## src/logic/scsr_pkg.sv

```systemverilog
// Package with constants and carriers for the status reporting block
//==============================================================
// Behaviour
// - Status register has five 16-bit parts
// - One source maps to one bit everywhere
// - Top bit of every part reads zero
// - Operation bit zero shows calibration running
// - Condition follows live status, read-only, unchanged
// - Rising condition sets event if rising filter
// - Falling condition sets event if falling filter
// - Both filters freely read and written
// - Events set only by filtered edges, sticky
// - Event part read-only, read clears it
// - Summary is OR of event AND enable
// - Enable mask freely read and written
// - Summary drives condition bit one level up
// - Service mask masks byte, event mask masks ESR
// - Status byte bit six summarises others
// - Service mask bit six is ignored
// - Enabled status byte rising raises service request
// - Status byte bit two flags errors queued
// - Status byte bit three is questionable summary
// - Status byte bit four flags message available
// - Status byte bit five is event status summary
// - Status byte bit seven is operation summary
// - Event status bit seven set at power on
package scsr_pkg;

  //==============================================================
  // Widths and masks
  localparam int SCSR_REG_W = 16;
  localparam int SCSR_BYTE_W = 8;
  localparam logic [15:0] SCSR_VALID_MASK = 16'h7FFF;
  localparam logic [15:0] SCSR_PTR_RST = 16'h7FFF;
  localparam logic [15:0] SCSR_ZERO16 = 16'h0000;
  localparam logic [7:0] SCSR_ESR_MASK = 8'hBD;
  localparam logic [7:0] SCSR_ESR_RST = 8'h80;
  localparam logic [7:0] SCSR_SRQ_MASK = 8'hBF;
  localparam logic [7:0] SCSR_ZERO8 = 8'h00;

  //==============================================================
  // Bit positions
  localparam int SCSR_OPER_CAL_BIT = 0;
  localparam int SCSR_STB_ERRQ_BIT = 2;
  localparam int SCSR_STB_QUES_BIT = 3;
  localparam int SCSR_STB_MAV_BIT = 4;
  localparam int SCSR_STB_ESB_BIT = 5;
  localparam int SCSR_STB_MSS_BIT = 6;
  localparam int SCSR_STB_OPER_BIT = 7;

  //==============================================================
  // Command port register selects
  localparam logic [3:0] SCSR_SEL_STB = 4'h0;
  localparam logic [3:0] SCSR_SEL_SRE = 4'h1;
  localparam logic [3:0] SCSR_SEL_ESR = 4'h2;
  localparam logic [3:0] SCSR_SEL_ESE = 4'h3;
  localparam logic [3:0] SCSR_SEL_OPER = 4'h4;
  localparam logic [3:0] SCSR_SEL_QUES = 4'h9;
  // Part offsets added to a register's base select
  localparam logic [3:0] SCSR_PART_COND = 4'h0;
  localparam logic [3:0] SCSR_PART_PTR = 4'h1;
  localparam logic [3:0] SCSR_PART_NTR = 4'h2;
  localparam logic [3:0] SCSR_PART_EVENT = 4'h3;
  localparam logic [3:0] SCSR_PART_EN = 4'h4;

  //==============================================================
  // Carriers
  typedef struct packed {
    logic valid;
    logic write;
    logic [3:0] sel;
    logic [15:0] data;
  } scsr_cmd_t;

  typedef struct packed {
    logic valid;
    logic [15:0] data;
  } scsr_rsp_t;

endpackage

```

## src/logic/scsr_status_top.sv

```systemverilog
// Status reporting hierarchy: operation, questionable, event status, status byte
`timescale 1ns/10ps
module scsr_status_top import scsr_pkg::*; (
  // Clock and reset
  input wire logic clock,
  input wire logic rst_n,
  // Instrument pins from outside the clock domain
  input wire logic calibrating,
  input wire logic [14:0] ques_cond,
  // Same-clock status sources
  input wire logic errq_not_empty,
  input wire logic msg_available,
  input wire logic [7:0] esr_event,
  // Command port from the remote-control interpreter
  input wire scsr_cmd_t cmd,
  output scsr_rsp_t rsp_q,
  // Status byte and service request
  output logic [7:0] stb_q,
  output logic srq_q
);

  //==============================================================
  // Pin synchronisers
  // Three stages; a change counts once stages two and three agree,
  // which also rejects a single-cycle glitch on the pins
  logic [15:0] pin_raw;
  logic [15:0] s1_q, s2_q, s3_q, filt_q, filt_d;

  assign pin_raw = {1'b0, ques_cond[14:1], ques_cond[0]} & {1'b1, 15'h7FFF};

  // Filter: follow stage three only where it agrees with stage two
  always_comb begin
    filt_d = (s2_q & s3_q) | (filt_q & (s2_q ^ s3_q));
  end

  // Synchroniser flops; stage one is read by stage two only
  always_ff @(posedge clock or negedge rst_n) begin
    if (!rst_n) begin
      s1_q <= SCSR_ZERO16;
      s2_q <= SCSR_ZERO16;
      s3_q <= SCSR_ZERO16;
      filt_q <= SCSR_ZERO16;
    end else begin
      s1_q <= pin_raw;
      s2_q <= s1_q;
      s3_q <= s2_q;
      filt_q <= filt_d;
    end
  end

  // Calibration pin gets its own chain
  logic cal_s1_q, cal_s2_q, cal_s3_q, cal_q, cal_d;

  // Same agreement filter for the calibration pin
  always_comb begin
    cal_d = (cal_s2_q & cal_s3_q) | (cal_q & (cal_s2_q ^ cal_s3_q));
  end

  // Calibration synchroniser flops
  always_ff @(posedge clock or negedge rst_n) begin
    if (!rst_n) begin
      cal_s1_q <= 1'b0;
      cal_s2_q <= 1'b0;
      cal_s3_q <= 1'b0;
      cal_q <= 1'b0;
    end else begin
      cal_s1_q <= calibrating;
      cal_s2_q <= cal_s1_q;
      cal_s3_q <= cal_s2_q;
      cal_q <= cal_d;
    end
  end

  //==============================================================
  // Command decode
  logic rd, wr; // Read and write strobes
  logic [3:0] oper_off, ques_off; // Select relative to each base
  logic oper_hit, ques_hit;

  assign rd = cmd.valid & ~cmd.write;
  assign wr = cmd.valid & cmd.write;
  assign oper_off = cmd.sel - SCSR_SEL_OPER;
  assign ques_off = cmd.sel - SCSR_SEL_QUES;
  assign oper_hit = (cmd.sel >= SCSR_SEL_OPER) && (oper_off <= SCSR_PART_EN);
  assign ques_hit = (cmd.sel >= SCSR_SEL_QUES) && (ques_off <= SCSR_PART_EN);

  //==============================================================
  // Operation and questionable registers
  logic [15:0] oper_cond_in; // Live operation condition
  logic [15:0] op_cond, op_ptr, op_ntr, op_ev, op_en;
  logic [15:0] qu_cond, qu_ptr, qu_ntr, qu_ev, qu_en;
  logic oper_sum, ques_sum;

  // Only the calibration bit is in use; the rest stay zero
  always_comb begin
    oper_cond_in = SCSR_ZERO16;
    oper_cond_in[SCSR_OPER_CAL_BIT] = cal_q;
  end

  // Operation register
  scsr_status_reg u_oper (
    .clock(clock),
    .rst_n(rst_n),
    .cond_in(oper_cond_in),
    .wr_ptr(wr && oper_hit && oper_off == SCSR_PART_PTR),
    .wr_ntr(wr && oper_hit && oper_off == SCSR_PART_NTR),
    .wr_en(wr && oper_hit && oper_off == SCSR_PART_EN),
    .wr_data(cmd.data),
    .rd_event(rd && oper_hit && oper_off == SCSR_PART_EVENT),
    .cond_q(op_cond),
    .ptr_q(op_ptr),
    .ntr_q(op_ntr),
    .event_q(op_ev),
    .en_q(op_en),
    .sum_q(oper_sum)
  );

  // Questionable register, fed from the filtered pins
  scsr_status_reg u_ques (
    .clock(clock),
    .rst_n(rst_n),
    .cond_in(filt_q),
    .wr_ptr(wr && ques_hit && ques_off == SCSR_PART_PTR),
    .wr_ntr(wr && ques_hit && ques_off == SCSR_PART_NTR),
    .wr_en(wr && ques_hit && ques_off == SCSR_PART_EN),
    .wr_data(cmd.data),
    .rd_event(rd && ques_hit && ques_off == SCSR_PART_EVENT),
    .cond_q(qu_cond),
    .ptr_q(qu_ptr),
    .ntr_q(qu_ntr),
    .event_q(qu_ev),
    .en_q(qu_en),
    .sum_q(ques_sum)
  );

  //==============================================================
  // Event status register and its enable
  logic [7:0] esr_q, esr_d, ese_q, ese_d;
  logic esb_q, esb_d; // Event status summary

  // Sticky events; new events win over a clearing read
  always_comb begin
    esr_d = ((rd && cmd.sel == SCSR_SEL_ESR) ? SCSR_ZERO8 : esr_q);
    esr_d = (esr_d | esr_event) & SCSR_ESR_MASK;
    ese_d = (wr && cmd.sel == SCSR_SEL_ESE) ? cmd.data[7:0] : ese_q;
    esb_d = |(esr_d & ese_d);
  end

  // Power-on sets bit seven through the reset value
  always_ff @(posedge clock or negedge rst_n) begin
    if (!rst_n) begin
      esr_q <= SCSR_ESR_RST;
      ese_q <= SCSR_ZERO8;
      esb_q <= 1'b0;
    end else begin
      esr_q <= esr_d;
      ese_q <= ese_d;
      esb_q <= esb_d;
    end
  end

  //==============================================================
  // Status byte and service request
  logic [7:0] sre_q, sre_d, stb_d;
  logic srq_d;

  // Status byte acts as the top-level condition part
  always_comb begin
    sre_d = (wr && cmd.sel == SCSR_SEL_SRE) ? cmd.data[7:0] : sre_q;
    stb_d = SCSR_ZERO8;
    stb_d[SCSR_STB_ERRQ_BIT] = errq_not_empty;
    stb_d[SCSR_STB_QUES_BIT] = ques_sum;
    stb_d[SCSR_STB_MAV_BIT] = msg_available;
    stb_d[SCSR_STB_ESB_BIT] = esb_q;
    stb_d[SCSR_STB_OPER_BIT] = oper_sum;
    // Summary of the other bits; mask bit six never counts
    stb_d[SCSR_STB_MSS_BIT] = |(stb_d & sre_q & SCSR_SRQ_MASK);
    // Request on an enabled 0 to 1 change of any other bit
    srq_d = |(stb_d & ~stb_q & sre_q & SCSR_SRQ_MASK);
  end

  // Status byte, mask and request flops
  always_ff @(posedge clock or negedge rst_n) begin
    if (!rst_n) begin
      sre_q <= SCSR_ZERO8;
      stb_q <= SCSR_ZERO8;
      srq_q <= 1'b0;
    end else begin
      sre_q <= sre_d;
      stb_q <= stb_d;
      srq_q <= srq_d;
    end
  end

  //==============================================================
  // Read response
  scsr_rsp_t rsp_d;
  logic [15:0] op_part, qu_part; // Selected part of each register

  // Part mux helpers, then the full read mux
  always_comb begin
    case (oper_off)
      SCSR_PART_COND: op_part = op_cond;
      SCSR_PART_PTR: op_part = op_ptr;
      SCSR_PART_NTR: op_part = op_ntr;
      SCSR_PART_EVENT: op_part = op_ev;
      SCSR_PART_EN: op_part = op_en;
      default: op_part = SCSR_ZERO16;
    endcase
    case (ques_off)
      SCSR_PART_COND: qu_part = qu_cond;
      SCSR_PART_PTR: qu_part = qu_ptr;
      SCSR_PART_NTR: qu_part = qu_ntr;
      SCSR_PART_EVENT: qu_part = qu_ev;
      SCSR_PART_EN: qu_part = qu_en;
      default: qu_part = SCSR_ZERO16;
    endcase
    rsp_d.valid = rd;
    rsp_d.data = SCSR_ZERO16;
    // Unmapped selects answer zero
    if (rd) begin
      if (oper_hit && !ques_hit) begin
        rsp_d.data = op_part;
      end else if (ques_hit) begin
        rsp_d.data = qu_part;
      end else begin
        case (cmd.sel)
          SCSR_SEL_STB: rsp_d.data = {8'h00, stb_q};
          SCSR_SEL_SRE: rsp_d.data = {8'h00, sre_q};
          SCSR_SEL_ESR: rsp_d.data = {8'h00, esr_q};
          SCSR_SEL_ESE: rsp_d.data = {8'h00, ese_q};
          default: rsp_d.data = SCSR_ZERO16;
        endcase
      end
    end
  end

  // Response flop, one cycle after the request
  always_ff @(posedge clock or negedge rst_n) begin
    if (!rst_n) begin
      rsp_q <= '0;
    end else begin
      rsp_q <= rsp_d;
    end
  end

  //==============================================================
  // Checks
  a_stb_low_zero: assert property (@(posedge clock) disable iff (!rst_n)
    stb_q[1:0] == 2'b00)
    else $error("Unused status byte bits set");
  a_srq_on_rise: assert property (@(posedge clock) disable iff (!rst_n)
    (|(stb_d & ~stb_q & sre_q & SCSR_SRQ_MASK)) |=> srq_q)
    else $error("Service request missing after enabled rise");
  a_srq_cause: assert property (@(posedge clock) disable iff (!rst_n)
    srq_q |-> (|($past(stb_d) & ~$past(stb_q) & $past(sre_q) & SCSR_SRQ_MASK)))
    else $error("Service request without enabled rise");
  a_mss_summary: assert property (@(posedge clock) disable iff (!rst_n)
    ##1 stb_q[SCSR_STB_MSS_BIT] == (|($past(stb_d) & $past(sre_q) & SCSR_SRQ_MASK)))
    else $error("Bit six does not summarise status byte");
  a_oper_to_stb: assert property (@(posedge clock) disable iff (!rst_n)
    $rose(oper_sum) |=> stb_q[SCSR_STB_OPER_BIT])
    else $error("Operation summary not in status byte");
  a_cal_reaches: assert property (@(posedge clock) disable iff (!rst_n)
    (cal_s2_q && cal_s3_q) |=> ##1 op_cond[SCSR_OPER_CAL_BIT])
    else $error("Calibration not shown in operation condition");
  a_esr_read_clear: assert property (@(posedge clock) disable iff (!rst_n)
    (rd && cmd.sel == SCSR_SEL_ESR && esr_event == SCSR_ZERO8) |=> esr_q == SCSR_ZERO8)
    else $error("Event status not cleared by read");
  // Status byte bits follow their sources one cycle later
  a_errq_to_stb: assert property (@(posedge clock) disable iff (!rst_n)
    ##1 stb_q[SCSR_STB_ERRQ_BIT] == $past(errq_not_empty))
    else $error("Error queue flag not in status byte");
  a_mav_to_stb: assert property (@(posedge clock) disable iff (!rst_n)
    ##1 stb_q[SCSR_STB_MAV_BIT] == $past(msg_available))
    else $error("Message available flag not in status byte");
  a_ques_to_stb: assert property (@(posedge clock) disable iff (!rst_n)
    ##1 stb_q[SCSR_STB_QUES_BIT] == $past(ques_sum))
    else $error("Questionable summary not in status byte");
  a_esb_to_stb: assert property (@(posedge clock) disable iff (!rst_n)
    ##1 stb_q[SCSR_STB_ESB_BIT] == $past(esb_q))
    else $error("Event status summary not in status byte");
  // A new event survives a clearing read in the same cycle
  a_esr_event_set: assert property (@(posedge clock) disable iff (!rst_n)
    (|(esr_event & SCSR_ESR_MASK)) |=>
      ((esr_q & $past(esr_event) & SCSR_ESR_MASK) == ($past(esr_event) & SCSR_ESR_MASK)))
    else $error("Event status bit lost on a clearing read");
  // Condition parts copy live status whatever the port does
  a_cond_follows_live: assert property (@(posedge clock) disable iff (!rst_n)
    ##1 (op_cond == $past(oper_cond_in)) && (qu_cond == $past(filt_q)))
    else $error("Condition part does not follow live status");
  // Command port answers every read on the next edge
  a_rsp_follows_rd: assert property (@(posedge clock) disable iff (!rst_n)
    ##1 rsp_q.valid == $past(rd))
    else $error("Read answer not one cycle after request");
  a_stb_read_data: assert property (@(posedge clock) disable iff (!rst_n)
    (rd && cmd.sel == SCSR_SEL_STB) |=> (rsp_q.data == {8'h00, $past(stb_q)}))
    else $error("Status byte query returned wrong data");
  // Mask writes land on the next edge
  a_srq_mask_write: assert property (@(posedge clock) disable iff (!rst_n)
    (wr && cmd.sel == SCSR_SEL_SRE) |=> (sre_q == $past(cmd.data[7:0])))
    else $error("Service request mask write lost");
  a_esr_mask_write: assert property (@(posedge clock) disable iff (!rst_n)
    (wr && cmd.sel == SCSR_SEL_ESE) |=> (ese_q == $past(cmd.data[7:0])))
    else $error("Event status mask write lost");

endmodule

```

## src/logic/scsr_status_reg.sv

```systemverilog
// One five-part status register with edge filters and summary bit
`timescale 1ns/10ps
module scsr_status_reg import scsr_pkg::*; (
  // Clock and reset
  input wire logic clock,
  input wire logic rst_n,
  // Live condition and part access strobes
  input wire logic [15:0] cond_in,
  input wire logic wr_ptr,
  input wire logic wr_ntr,
  input wire logic wr_en,
  input wire logic [15:0] wr_data,
  input wire logic rd_event,
  // Part contents and summary
  output logic [15:0] cond_q,
  output logic [15:0] ptr_q,
  output logic [15:0] ntr_q,
  output logic [15:0] event_q,
  output logic [15:0] en_q,
  output logic sum_q
);

  logic [15:0] cond_d, ptr_d, ntr_d, event_d, en_d;
  logic [15:0] rise, fall; // Filtered edges this cycle
  logic sum_d;

  // Next values of all five parts
  always_comb begin
    cond_d = cond_in & SCSR_VALID_MASK;
    ptr_d = wr_ptr ? (wr_data & SCSR_VALID_MASK) : ptr_q;
    ntr_d = wr_ntr ? (wr_data & SCSR_VALID_MASK) : ntr_q;
    en_d = wr_en ? (wr_data & SCSR_VALID_MASK) : en_q;
    rise = cond_d & ~cond_q & ptr_q;
    fall = ~cond_d & cond_q & ntr_q;
    // Clear by read first, then OR in new edges so they survive
    event_d = ((rd_event ? SCSR_ZERO16 : event_q) | rise | fall) & SCSR_VALID_MASK;
    sum_d = |(event_d & en_d);
  end

  // Registers; reset leaves rising filter open, others shut
  always_ff @(posedge clock or negedge rst_n) begin
    if (!rst_n) begin
      cond_q <= SCSR_ZERO16;
      ptr_q <= SCSR_PTR_RST;
      ntr_q <= SCSR_ZERO16;
      event_q <= SCSR_ZERO16;
      en_q <= SCSR_ZERO16;
      sum_q <= 1'b0;
    end else begin
      cond_q <= cond_d;
      ptr_q <= ptr_d;
      ntr_q <= ntr_d;
      event_q <= event_d;
      en_q <= en_d;
      sum_q <= sum_d;
    end
  end

  a_rise_sets_event: assert property (@(posedge clock) disable iff (!rst_n)
    (|(cond_d & ~cond_q & ptr_q)) |=> (|event_q))
    else $error("Filtered rising edge did not set event");
  a_read_clears: assert property (@(posedge clock) disable iff (!rst_n)
    (rd_event && cond_d == cond_q) |=> (event_q == SCSR_ZERO16))
    else $error("Event part not cleared by read");
  a_top_bit_zero: assert property (@(posedge clock) disable iff (!rst_n)
    !(cond_q[15] | ptr_q[15] | ntr_q[15] | event_q[15] | en_q[15]))
    else $error("Top bit of a part is set");
  a_sum_matches: assert property (@(posedge clock) disable iff (!rst_n)
    ##1 sum_q == (|(event_q & en_q)))
    else $error("Summary does not match event and enable");

endmodule

```

## config.mk

```make
export PLATFORM = sky130hd
export DESIGN_NAME = scsr_status_top
export DESIGN_NICKNAME = d
export VERILOG_FILES = /design/src/logic/scsr_pkg.sv /design/src/logic/scsr_status_top.sv /design/src/logic/scsr_status_reg.sv
export SDC_FILE = /design/constraint.sdc
export NUM_CORES = 1
export LEC_CHECK = 0
export ABC_AREA = 1
export BUFFER_PORTS_ARGS = -buffer_cell sky130_fd_sc_hd__buf_2
export CORE_MARGIN = 3
export CORE_UTILIZATION = 55
export CTS_CLUSTER_SIZE = 25
export DETAILED_ROUTE_END_ITERATION = 10
export GPL_TIMING_DRIVEN = 0
export PLACE_DENSITY = 0.76
export SYNTH_ARGS = -nofsm -noshare
export SYNTH_HDL_FRONTEND = slang
export SYNTH_HIERARCHICAL = 1
export SYNTH_SLANG_ARGS = --single-unit
```

## constraint.sdc

```tcl
create_clock -name clock -period 0.9 [get_ports clock]
set_input_delay 0.135 -clock clock [delete_from_list [all_inputs] [get_ports clock]]
set_output_delay 0.135 -clock clock [all_outputs]
set_load 0.1 [all_outputs]
```

==> run_results.csv <==
group,metric,value,unit
run_status,outcome,"complete, but fails checks",
run_status,violations_in_the_final_reports,"negative hold slack, negative setup slack",
sta,period_needed,1.36,ns
sta,drv_slew,0,
synthesis,synth_enable_flop_cells,0,
critical_path,required,0.76,ns
detailed_routing,detail_route.iter0.violations,912,
pwr,pwr_density_cell,2060,mW/mm2
global_route,global_route.overflow_total,0,
cts,cts.sink_count,263,
sta,final_layout_setup_total_negative_slack,-23.97,ns
pwr,total_leakage_power,0.00783,uW
placed_design,routabilityCongestion,0.861,
critical_path,critical_path.max_stage_delay,0.51,ns
critical_path,cp.buffers_inverters,1,
global_route,first_global_vias,9730,
synthesis,asyncSetResetFlopFracSynth,100,%
global_route,grt_util_all_layers,27.0,%
sta,maxClockFrequency,736,MHz
synthesis,yosysSeqAreaShare,56.0,%
detailed_routing,post_drt_wl_per_cell,17.7,um
sta,max_slew.worst_pin.slew,0.681,ns
synthesis,synthesis.yosys.warnings,6,
pwr,vdd_drop_max,0.00152,V
finish,layout.cells.non_filler,1835,
sta,timing_hold_violations_final,81,
floorplanning,die_extent_in_x,153,um
critical_path,worstSetupPathDepth,1,
cts,number_of_buffers_inserted_by_hold_repair_at_cts,39,
critical_path,critPathMaxFanout,2,
critical_path,critPathCaptureType,"output port",
detailed_routing,drt_wl_total,32500,um
floorplanning,ports,76,
critical_path,critPathLaunchType,"register",
critical_path,crit_path_class,"register to output port",
critical_path,crit_chain,"buf_12",
cts,clockBufferDepth,3,
floorplanning,coreArea,0.0211,mm2
pwr,power.total,32100,uW
global_route,grt_antenna_before_repair,0,
critical_path,arrival_time_at_the_worst_endpoint,1.22,ns
floorplanning,placementRows,53,
global_route,grt_max_degree,98,
finish,final_core_util,73.8,%
detailed_routing,via_count,9719,
sta,grt_setup_unrepaired,"true",
placed_design,dp_hpwl,19000,um
finish,layout-area-overhead-vs-synth,31.7,%
cts,cts_max_level,1,
synthesis,post_synthesis_sequential_element_count,263,
floorplanning,start_util,56.1,%
worst_hold_path,worst_min_delay_path_category,"input pin to async pin",
critical_path,slowest_stage,"sky130_fd_sc_hd__dfrtp_4",
detailed_routing,route.detailed.vias_per_inst,5.30,
global_route,grt_first_pass_wirelength,50500,um
cts,cts_made_buffers,29,
finish,drive_gt1_share,29.7,%
placed_design,portBuffers,69,
sta,slew_headroom,54.6,%
synthesis,synth_cells,1292,
sta,hold-worst-slack,-0.430,ns
sta,final.setup.worst_slack,-0.459,ns
floorplanning,fp.dieH,153,um
placed_design,dp_cells,1688,
critical_path,reg2regPathDepth,8,
detailed_routing,drt_pre_antenna_iters,6,
detailed_routing,route.antenna.remaining_nets,0,
floorplanning,dieArea,0.0233,mm2
synthesis,yosysUniqueCellTypes,32,
synthesis,avg_inst_size_synth,9.15,um2
finish,finish.net_count,1604,
detailed_routing,drc,0,
cts,clk_pin_slew_worst_paths,0.06,ns
critical_path,critical-path-top-delay-family,"flip-flops",
sta,final_min_period_over_clock_period,151,%
cts,clk_latency,0.54,ns
cts,clockRootBuffer,"sky130_fd_sc_hd__clkbuf_16",
synthesis,synthesis.area,0.0118,mm2
cts,tritoncts,"yes",
sta,setup_viol,91,
sta,fin_skew,0.0164,ns
job,maxCapViolations,0,
synthesis,commonest_register_cell_after_synthesis,"sky130_fd_sc_hd__dfrtp_1",
finish,antenna-diode-count,0,
cells in the mapped netlist (16+ instances only):
master,count,area (um2)
sky130_fd_sc_hd__a21o_1,16,120
sky130_fd_sc_hd__a21oi_1,17,85.1
sky130_fd_sc_hd__buf_4,16,120
sky130_fd_sc_hd__dfrtp_1,232,5810
sky130_fd_sc_hd__dfstp_2,31,815
sky130_fd_sc_hd__ha_1,16,200
sky130_fd_sc_hd__inv_1,145,544
sky130_fd_sc_hd__mux2_2,63,709
sky130_fd_sc_hd__nand2_1,410,1540
sky130_fd_sc_hd__nand3_1,92,460
sky130_fd_sc_hd__nor2_1,125,469
sky130_fd_sc_hd__o21ai_2,22,193
placed cells by master, fill, tap and decap left out, types with 23 or more instances in the layout:
cell type / count
sky130_fd_sc_hd__dfrtp_1: 207
sky130_fd_sc_hd__dlygate4sd3_1: 36
sky130_fd_sc_hd__buf_2: 42
sky130_fd_sc_hd__buf_4: 54
sky130_fd_sc_hd__nand2_1: 383
sky130_fd_sc_hd__mux2_4: 30
sky130_fd_sc_hd__inv_1: 133
sky130_fd_sc_hd__nand2_2: 29
sky130_fd_sc_hd__clkbuf_16: 30
sky130_fd_sc_hd__mux2_2: 33
sky130_fd_sc_hd__conb_1: 53
sky130_fd_sc_hd__o21ai_2: 23
sky130_fd_sc_hd__nand3_1: 85
sky130_fd_sc_hd__buf_6: 34
sky130_fd_sc_hd__nor2_1: 99
sky130_fd_sc_hd__dfstp_2: 31
cell type report:
| cell class | instances | area [um2] |
|---|---|---|
| fillers | 1387 | 5520 |
| multi-input cells | 883 | 4920 |
| clock buffers | 42 | 785 |
| plain buffers | 42 | 453 |
| clock inverters | 11 | 155 |
| flip-flops and latches | 263 | 6660 |
| inverters | 153 | 587 |
| repair buffers | 166 | 1660 |
| well taps | 275 | 344 |
what timing repair did:
item	CTS	global route
gates cloned	3	1
setup endpoints to repair	161	134
gates resized for setup	129	109
pin swaps	51	42
setup buffers	42	12
endpoints found under the hold margin	164	75
final timing paths:
path                                 start  slack (ns)             end
max                               stb_q[2]       -0.46        stb_q[2]
min                                  rst_n       -0.43        cal_s3_q
max reg2reg                u_ques/ptr_q[4]       -0.35    u_ques/sum_q
min reg2reg                        s1_q[2]        0.34         s2_q[2]
max in group asynchronous            rst_n        0.39        rsp_q[6]
min in group clock                  cmd[8]       -0.05  u_oper/en_q[8]
layer usage:
layer	global-route usage, %	up-vias	share of wire, %
met1	36.0	4705	40
met2	44.0	424	48
met5	0	-	0
met3	5.03	115	7.5
met4	10.9	0	4.2
li1	-	4475	-
power breakdown:
part	internal [uW]	switching (uW)	leakage, uW
registers	13600	1070	0.00300
logic	2300	3330	0.00437
clock network	7160	4670	0.000463
total	23100	9060	0.00783
sequential cells by signal, indices dropped and copies added, names as in the netlist, 6 cells and up:
signal          count
sre_q               8
u_ques/ptr_q       15
ese_q               8
u_oper/cond_q      15
filt_q             15
u_ques/cond_q      15
u_oper/ptr_q       15
rsp_q              17
s1_q               15
u_oper/ntr_q       15
u_oper/event_q     15
s3_q               15
u_ques/event_q     15
s2_q               15
u_ques/en_q        15
u_ques/ntr_q       15
stb_q               6
u_oper/en_q        15
esr_q               6
through the flow:
stage	setup WS, ns	area (um2)
3_5_place_dp	-1.25	12900
5_1_grt	-0.477	15600
4_1_cts	-0.451	15100
6_report	-0.459	15600
2_1_floorplan	-0.740	12200
3_3_place_gp	-5.82	12900
logic make-up after synthesis:
family,count (synthesis),share of synthesized area (%)
other,3,0.0953
adders and majority gates,16,1.69
muxes,67,6.38
buffers and inverters,196,7.64
and+or+nand+nor,676,24.1
AOI/OAI and AO/OA,71,4.09
DFF,263,56.0
Power figures use the tool's default switching activity.
